File: config.mk
export PLATFORM = sky130hd
export DESIGN_NAME = fsp_ctrl
export DESIGN_NICKNAME = d
export VERILOG_FILES = /design/src/logic/fsp_pkg.sv /design/src/logic/fsp_ctrl.sv
export SDC_FILE = /design/constraint.sdc
export NUM_CORES = 1
export LEC_CHECK = 0
export BUFFER_PORTS_ARGS = -buffer_cell sky130_fd_sc_hd__buf_2
export CORE_ASPECT_RATIO = 0.8
export CORE_MARGIN = 2
export CORE_UTILIZATION = 40
export DETAILED_ROUTE_END_ITERATION = 16
export PLACE_DENSITY = 0.72
export SLEW_MARGIN = 20
export SYNTH_ARGS = -nofsm -noshare
export SYNTH_HDL_FRONTEND = slang
export SYNTH_SLANG_ARGS = --single-unit
File: constraint.sdc
create_clock -name clk -period 18.9 [get_ports clk]
set_clock_uncertainty 0.2 [all_clocks]
set_input_delay 3.78 -clock clk [delete_from_list [all_inputs] [get_ports clk]]
set_output_delay 3.78 -clock clk [all_outputs]
set_load 0.01 [all_outputs]
File: src/logic/fsp_pkg.sv
// Package for the flash self-program controller
package fsp_pkg;
  localparam logic [7:0]  FSP_ADDR_DATA     = 8'he2;
  localparam logic [7:0]  FSP_ADDR_ADR_HIGH = 8'he3;
  localparam logic [7:0]  FSP_ADDR_ADR_LOW  = 8'he4;
  localparam logic [7:0]  FSP_ADDR_UNLOCK   = 8'he6;
  localparam logic [7:0]  FSP_ADDR_CONTROL  = 8'he7;
  localparam int          FSP_BIT_ENABLE    = 7;
  localparam int          FSP_BIT_BOOT_SEL  = 6;
  localparam int          FSP_BIT_SOFT_RST  = 5;
  localparam int          FSP_BIT_FAIL      = 4;
  localparam int          FSP_BIT_LOADER    = 3;
  localparam logic [7:0]  FSP_UNLOCK_FIRST  = 8'h46;
  localparam logic [7:0]  FSP_UNLOCK_SECOND = 8'hb9;
  localparam logic [7:0]  FSP_CTRL_RESET    = 8'h00;
  localparam logic [7:0]  FSP_BYTE_RESET    = 8'h00;
  localparam logic [15:0] FSP_FLASH_SIZE    = 16'h4000;
  localparam logic [15:0] FSP_FLASH_TOP     = 16'h3fff;
  localparam int          FSP_PAGE_BITS     = 9;
  localparam logic [15:0] FSP_PAGE_MASK     = 16'hfe00;

  typedef enum logic [1:0] {
    FSP_MODE_IDLE    = 2'h0,
    FSP_MODE_READ    = 2'h1,
    FSP_MODE_PROGRAM = 2'h2,
    FSP_MODE_ERASE   = 2'h3
  } fsp_mode_t;

  typedef enum logic [1:0] {
    FSP_ST_IDLE = 2'h0,
    FSP_ST_ARMED = 2'h1,
    FSP_ST_BUSY = 2'h3
  } fsp_state_t;

  typedef struct packed {
    logic        req;
    fsp_mode_t   mode;
    logic [15:0] addr;
    logic [7:0]  wdata;
  } fsp_flash_req_t;

  typedef struct packed {
    logic       done;
    logic       error;
    logic [7:0] rdata;
  } fsp_flash_rsp_t;
endpackage
File: src/logic/fsp_ctrl.sv
// Flash self-program controller: registers, unlock, stall and region guard
// Behaviour
// 16K flash holds application, data and loader regions in one byte space.
// No command starts unless the enable bit 7 is set.
// Bit 6 selects loader boot after soft reset, else application boot.
// Writing one to bit 5 triggers a software reset.
// Fail flag bit 4 cleared on success, set on error of last command.
// Software sets boot select and loader flag for vendor loader, else zero.
// Mode field 00 idle, 01 read, 10 program, 11 page erase.
// Page erase clears a whole 512-byte page; no byte erase.
// High and low address registers form the byte address for all modes.
// Data register supplies program byte and receives read byte.
// Operation starts only on 0x46 then 0xb9 with enable set.
// The processor stalls until the triggered command finishes.
// After a read the flash byte sits in the data register.
// Software sets divider, mode, address, data, then the trigger pair; there is no divider register here, control carries enable and mode.
// With loader, data region ends below loader start, size given.
// Without loader, data region ends 0x3fff, begins 0x4000 minus size.
// Loader code may program application and data regions.
// Application code may program only the data region, never the loader.
// Byte change goes by page copy, erase, modify and reprogram.
// Data region readable by code fetch reads and by read mode.
// A wrong second unlock byte discards the sequence, starts nothing.
// Out-of-bounds command changes nothing and sets the fail flag.
module fsp_ctrl
  import fsp_pkg::*;
(
  // Clock and reset
  input  wire logic           clk,
  input  wire logic           nrst,
  // Special function register port
  input  wire logic           sfr_wr,
  input  wire logic           sfr_rd,
  input  wire logic [7:0]     sfr_addr,
  input  wire logic [7:0]     sfr_wdata,
  output logic      [7:0]     sfr_rdata,
  output logic                sfr_hit,
  // Partition configuration
  input  wire logic           loader_present,
  input  wire logic [15:0]    loader_start,
  input  wire logic [15:0]    data_region_size,
  input  wire logic           exec_in_loader,
  // Processor control
  output logic                cpu_stall,
  output logic                soft_reset,
  output logic                boot_from_loader,
  output logic                vendor_loader_req,
  // Flash array
  output fsp_flash_req_t      flash_req,
  input  wire fsp_flash_rsp_t flash_rsp,
  // Region bounds
  output logic      [15:0]    data_lo,
  output logic      [15:0]    data_hi
);
  logic [7:0]     ctrl_reg, ctrl_next;
  logic [7:0]     data_reg, data_next;
  logic [7:0]     adr_hi_reg;
  logic [7:0]     adr_lo_reg;
  logic           rst_reg;
  fsp_state_t     state_reg, state_next;
  fsp_flash_req_t req_reg, req_next;

  wire            wr_ctrl    = sfr_wr && sfr_addr == FSP_ADDR_CONTROL;
  wire            wr_data    = sfr_wr && sfr_addr == FSP_ADDR_DATA;
  wire            wr_unlock  = sfr_wr && sfr_addr == FSP_ADDR_UNLOCK;
  wire            enabled    = ctrl_reg[FSP_BIT_ENABLE];
  wire fsp_mode_t mode       = fsp_mode_t'(ctrl_reg[1:0]);
  wire [15:0]     byte_addr  = {adr_hi_reg, adr_lo_reg};
  wire [15:0]     op_addr    = (mode == FSP_MODE_ERASE) ? (byte_addr & FSP_PAGE_MASK)
                                                        : byte_addr;
  wire [15:0]     region_end = loader_present ? loader_start : FSP_FLASH_SIZE;

  assign data_hi = region_end - 16'h0001;
  assign data_lo = region_end - data_region_size;

  // Loader code may touch everything below itself; application only data
  wire            in_flash   = op_addr <= FSP_FLASH_TOP;
  wire            in_data    = op_addr >= data_lo && op_addr <= data_hi;
  wire            below_ldr  = op_addr < region_end;
  wire            modify_ok  = exec_in_loader ? below_ldr : in_data;
  wire            addr_ok    = (mode == FSP_MODE_READ) ? in_flash : modify_ok;
  wire            trigger    = wr_unlock && sfr_wdata == FSP_UNLOCK_SECOND
                               && state_reg == FSP_ST_ARMED && enabled;
  wire            launch     = trigger && mode != FSP_MODE_IDLE && addr_ok;
  wire            reject     = trigger && mode != FSP_MODE_IDLE && !addr_ok;

  always_comb begin
    state_next = state_reg;
    case (state_reg)
      FSP_ST_IDLE: begin
        if (wr_unlock && sfr_wdata == FSP_UNLOCK_FIRST && enabled) begin
          state_next = FSP_ST_ARMED;
        end
      end
      FSP_ST_ARMED: begin
        if (launch) begin
          state_next = FSP_ST_BUSY;
        end else if (wr_unlock && sfr_wdata == FSP_UNLOCK_FIRST && enabled) begin
          state_next = FSP_ST_ARMED;
        end else if (sfr_wr || !enabled) begin
          state_next = FSP_ST_IDLE;
        end
      end
      FSP_ST_BUSY: begin
        if (flash_rsp.done) begin
          state_next = FSP_ST_IDLE;
        end
      end
      default: state_next = FSP_ST_IDLE;
    endcase
  end

  always_comb begin
    req_next = req_reg;
    req_next.req = 1'b0;
    if (launch) begin
      req_next.req   = 1'b1;
      req_next.mode  = mode;
      req_next.addr  = op_addr;
      req_next.wdata = data_reg;
    end
  end

  always_comb begin
    ctrl_next = ctrl_reg;
    if (wr_ctrl) begin
      ctrl_next = {sfr_wdata[7:6], 1'b0, ctrl_reg[FSP_BIT_FAIL], sfr_wdata[3], 1'b0,
                   sfr_wdata[1:0]};
    end
    // Hardware outcome wins over a software write in the same cycle
    if (state_reg == FSP_ST_BUSY && flash_rsp.done) begin
      ctrl_next[FSP_BIT_FAIL] = flash_rsp.error;
    end else if (reject) begin
      ctrl_next[FSP_BIT_FAIL] = 1'b1;
    end
  end

  always_comb begin
    data_next = data_reg;
    if (wr_data) begin
      data_next = sfr_wdata;
    end
    if (state_reg == FSP_ST_BUSY && flash_rsp.done && req_reg.mode == FSP_MODE_READ
        && !flash_rsp.error) begin
      data_next = flash_rsp.rdata;
    end
  end

  always_ff @(posedge clk or negedge nrst) begin
    if (!nrst) begin
      state_reg  <= FSP_ST_IDLE;
      ctrl_reg   <= FSP_CTRL_RESET;
      data_reg   <= FSP_BYTE_RESET;
      adr_hi_reg <= FSP_BYTE_RESET;
      adr_lo_reg <= FSP_BYTE_RESET;
      req_reg    <= '0;
      rst_reg    <= 1'b0;
    end else begin
      state_reg  <= state_next;
      ctrl_reg   <= ctrl_next;
      data_reg   <= data_next;
      req_reg    <= req_next;
      rst_reg    <= wr_ctrl && sfr_wdata[FSP_BIT_SOFT_RST];
      if (sfr_wr && sfr_addr == FSP_ADDR_ADR_HIGH) begin
        adr_hi_reg <= sfr_wdata;
      end
      if (sfr_wr && sfr_addr == FSP_ADDR_ADR_LOW) begin
        adr_lo_reg <= sfr_wdata;
      end
    end
  end

  assign flash_req         = req_reg;
  assign soft_reset        = rst_reg;
  assign boot_from_loader  = ctrl_reg[FSP_BIT_BOOT_SEL];
  assign vendor_loader_req = ctrl_reg[FSP_BIT_LOADER];
  // Stall from the trigger write itself so no instruction slips past
  assign cpu_stall         = launch || state_reg == FSP_ST_BUSY;

  // Unlock port and reset pulse read back as zero
  wire rd_data = sfr_addr == FSP_ADDR_DATA;
  wire rd_hi   = sfr_addr == FSP_ADDR_ADR_HIGH;
  wire rd_lo   = sfr_addr == FSP_ADDR_ADR_LOW;
  wire rd_ctl  = sfr_addr == FSP_ADDR_CONTROL;
  assign sfr_hit   = rd_data || rd_hi || rd_lo || rd_ctl || sfr_addr == FSP_ADDR_UNLOCK;
  assign sfr_rdata = !sfr_rd ? 8'h00 :
                     rd_data ? data_reg :
                     rd_hi   ? adr_hi_reg :
                     rd_lo   ? adr_lo_reg :
                     rd_ctl  ? ctrl_reg : 8'h00;
endmodule

==> impl_metrics.toml <==
[die]
rows = 37
fp.dieW_microns = 131
die_h_microns = 106
io_pins = 136
core_area_sq_mm = 0.0127
initial_core_util_pct = 40.6
die_area_sq_mm = 0.0139

[placed_design]
dp_hpwl_mm = 11.7
gp_congestion = 0.892
place_area_sq_mm = 0.00601
numPortBuffers = 135

[finish]
nets = 815
largest_reg_flops = 27
final_cell_area_sq_mm = 0.00639
fill_cells = 1208
drive_above_1_share_pct = 30.9
antenna_cells = 0
syn_to_final_growth_pct = 23.5

[timing]
slew_viol_final = 0
fin_crit_ns = 12.05
hold_ws_ns = 0.304
slew-limit-headroom_pct = 48.5
finalHoldViolations = 0
worstMarginPinSlew_ns = 0.773
fmax_mhz = 83.0
setup_viol = 0
rsz0062_at_grt = "no"
period_share_pct = 63.7
fin_setup_tns_ns = 0

[setup_path]
rr_worst_depth = 11
critPathMaxFanout = 24
arrival_ns = 8.07
worstSetupPathType = "in2out"
worstPathRequired_ns = 14.92
critPathSlowestCell = "o32a_1"
r2r_start = "ctrl_reg[1]"
worstReg2RegEnd = "flash_req[7]"
crit_chain = "buf_2, nand2_1, inv_1, ha_1, a21oi_1, a21oi_1, a211o_1, o41ai_2, nor2_1, o32a_1, xnor2_1, ha_1, nand4_1, or3_1, a211oi_1, o22ai_2, a211oi_4, a21o_1, buf_2"
critPathCaptureType = "output port"
start_kind = "input port"
r2r_slack_ns = 15.18
cpPeakStageDelay_ns = 0.39

[cts]
worst_skew_pair.late_latency_ns = 0.33
ctsHtreeMaxLevel = 3
cts_hold_buf = 0
cts_setup_buffers = 0
clockRootBuffer = "clkbuf_16"
cts_made_buffers = 9
cts.sink_count = 60
path_clk_slew_ns = 0.05
cts_buffer_depth = 2
cts_resized = 0
tritoncts = "done"

[routing]
vias = 4651
drc = 0
first_pass_iters = 5
wl_per_cell_microns = 17.2
top_layer = "met4"
drt-initial-drc-count = 273
wirelength_mm = 14.9
met1_length_mm = 6.85
ant_nets = 0
dr_wl_met3_microns = 977
viasPerCell = 5.36
met2_length_mm = 6.94

[outcome]
status = "complete, no violations"

[yosys]
synthFlopType = "dfrtp_1"
synth_top_family_by_area = "simple AND/OR/NAND/NOR gates"
synth_cells = 551
synth_nets = 678
syn-mean-instance-area_sq_um = 9.39
syn-cell-area_sq_mm = 0.00517
synth_largest_area_cell = "dfrtp_1"
synth_top_area_share_pct = 29.0
ys_seq_elements = 60
yosys.cell_types.count = 67
synth-compound-area-share_pct = 15.0
synth_adder_area_share_pct = 15.4
yosysWarnings = 0
async_reset_ff_share_pct = 100
synth.area.mux_share_pct = 13.9
synth-simple-area-share_pct = 15.7
synthTopCellsByArea = "dfrtp_1 29%, ha_1 15%, mux2_2 8.7%"
seq_area_frac_synth_pct = 29.0
synth_edf_count = 0
synthXorXnorAreaFrac_pct = 5.08

[worst_hold_path]
min_path_type = "reg2reg"
worstHoldStart = "flash_req[20]"
min_path_cells = 1
holdPathEnd = "flash_req[20]"

[power_and_ir_drop]
cellPowerDensity_mw_per_mm2 = 69.7
p_comb_share_pct = 23.6
p_int_w = 0.000321
pwr-share-seq_pct = 30.5
p_sw_w = 0.000124
p_leak_nw = 3.60
switching_share_pct = 27.8
power_frac_clock_pct = 45.9
ir_drop_v = 0.0000563

[global_routing]
first_global_vias = 4814
grt.total_usage_pct = 21.7
grt_pass1_wl_mm = 24.2
grt_max_degree = 61
antenna_found_initial = 0
gr-total-overflow = 0

[run]
maxCapViolCount = 0
area by class of cell:
cell class | count | area, sq um | area share [%]
multi-input cells | 420 | 3380 | 52.9
flip-flops and latches | 60 | 1500 | 23.5
repair buffers | 137 | 691 | 10.8
clock buffers | 10 | 239 | 3.74
inverters | 60 | 225 | 3.53
well taps | 175 | 219 | 3.43
clock inverters | 6 | 135 | 2.12
cells in the mapped netlist (3+ instances only):
cell type,number
or2_2,3
nand4b_1,3
inv_1,60
a22oi_1,6
mux2_2,40
nand4_1,8
o21ai_0,24
o211ai_1,3
or3_1,4
and3_1,5
o21ai_1,4
a21oi_1,18
a21o_1,13
nand2b_1,5
o21a_1,9
xor2_1,11
nand2_1,40
dfrtp_1,60
nor4_1,3
mux2_4,6
nor2b_1,6
nand3_1,11
nor3_1,7
xnor2_1,19
nor2_1,28
nor4b_1,4
and2_1,20
mux2i_1,18
clkbuf_1,3
ha_1,62
cell families after synthesis:
kind of cell	count (synthesis)
muxes	64
DFF	60
adders and majority gates	63
xor gates and xnor gates	30
and+or+nand+nor	155
AOI/OAI and AO/OA	108
buffers and inverters	71
critical path, delay by kind of cell:
kind | cells | cell delay (ns)
adders and majority gates | 2 | 0.58
buffers and inverters | 3 | 0.61
AOI/OAI and AO/OA | 9 | 2.14
and+or+nand+nor | 4 | 0.79
xor gates and xnor gates | 1 | 0.16
through the flow:
step,total power [W],util [%],std cells,setup WS [ns]
finish,0.000445,50.2,868,6.85
global route,0.000467,50.2,868,6.47
CTS,0.000448,50.2,868,6.84
detailed placement,0.000242,47.2,852,6.85
global placement,0.000239,47.2,852,7.02
floorplan,0.000202,-,551,7.12
worst max-delay path by stage:
stage | start | endpoint | slack (ns) | cells after the start
after CTS | loader_present | cpu_stall | 6.84 | 19
after global routing | loader_present | cpu_stall | 6.47 | 19
after global placement | loader_present | cpu_stall | 7.02 | 19
after detailed placement | loader_present | cpu_stall | 6.85 | 19
final | loader_present | cpu_stall | 6.85 | 19
after floorplan | loader_present | cpu_stall | 7.12 | 21
power groups by stage:
| stage | registers (W) | logic, W | clock network, W |
|---|---|---|---|
| detailed placement | 0.000138 | 0.000104 | 0 |
| global route | 0.000136 | 0.000118 | 0.000213 |
| global placement | 0.000138 | 0.000101 | 0 |
| finish | 0.000136 | 0.000105 | 0.000204 |
| CTS | 0.000136 | 0.000105 | 0.000207 |
| floorplan | 0.000136 | 0.0000661 | 0 |
cells in the final DEF (no fill, tap or decap), types with 18 or more instances in the layout:
master / n
and2_1: 20
o21ai_0: 24
nor2_1: 28
xnor2_1: 19
a21oi_1: 18
dfrtp_1: 60
mux2_2: 40
ha_1: 62
nand2_1: 40
buf_2: 135
mux2i_1: 18
inv_1: 60
metal layers:
layer / vias up / global-route usage, %
met2: 154 / 35.6
met4: 0 / 4.97
met1: 2242 / 29.1
li1: 2239 / -
met5: - / 0
met3: 16 / 5.24
Note: power is estimated with default switching activity, not from simulation.
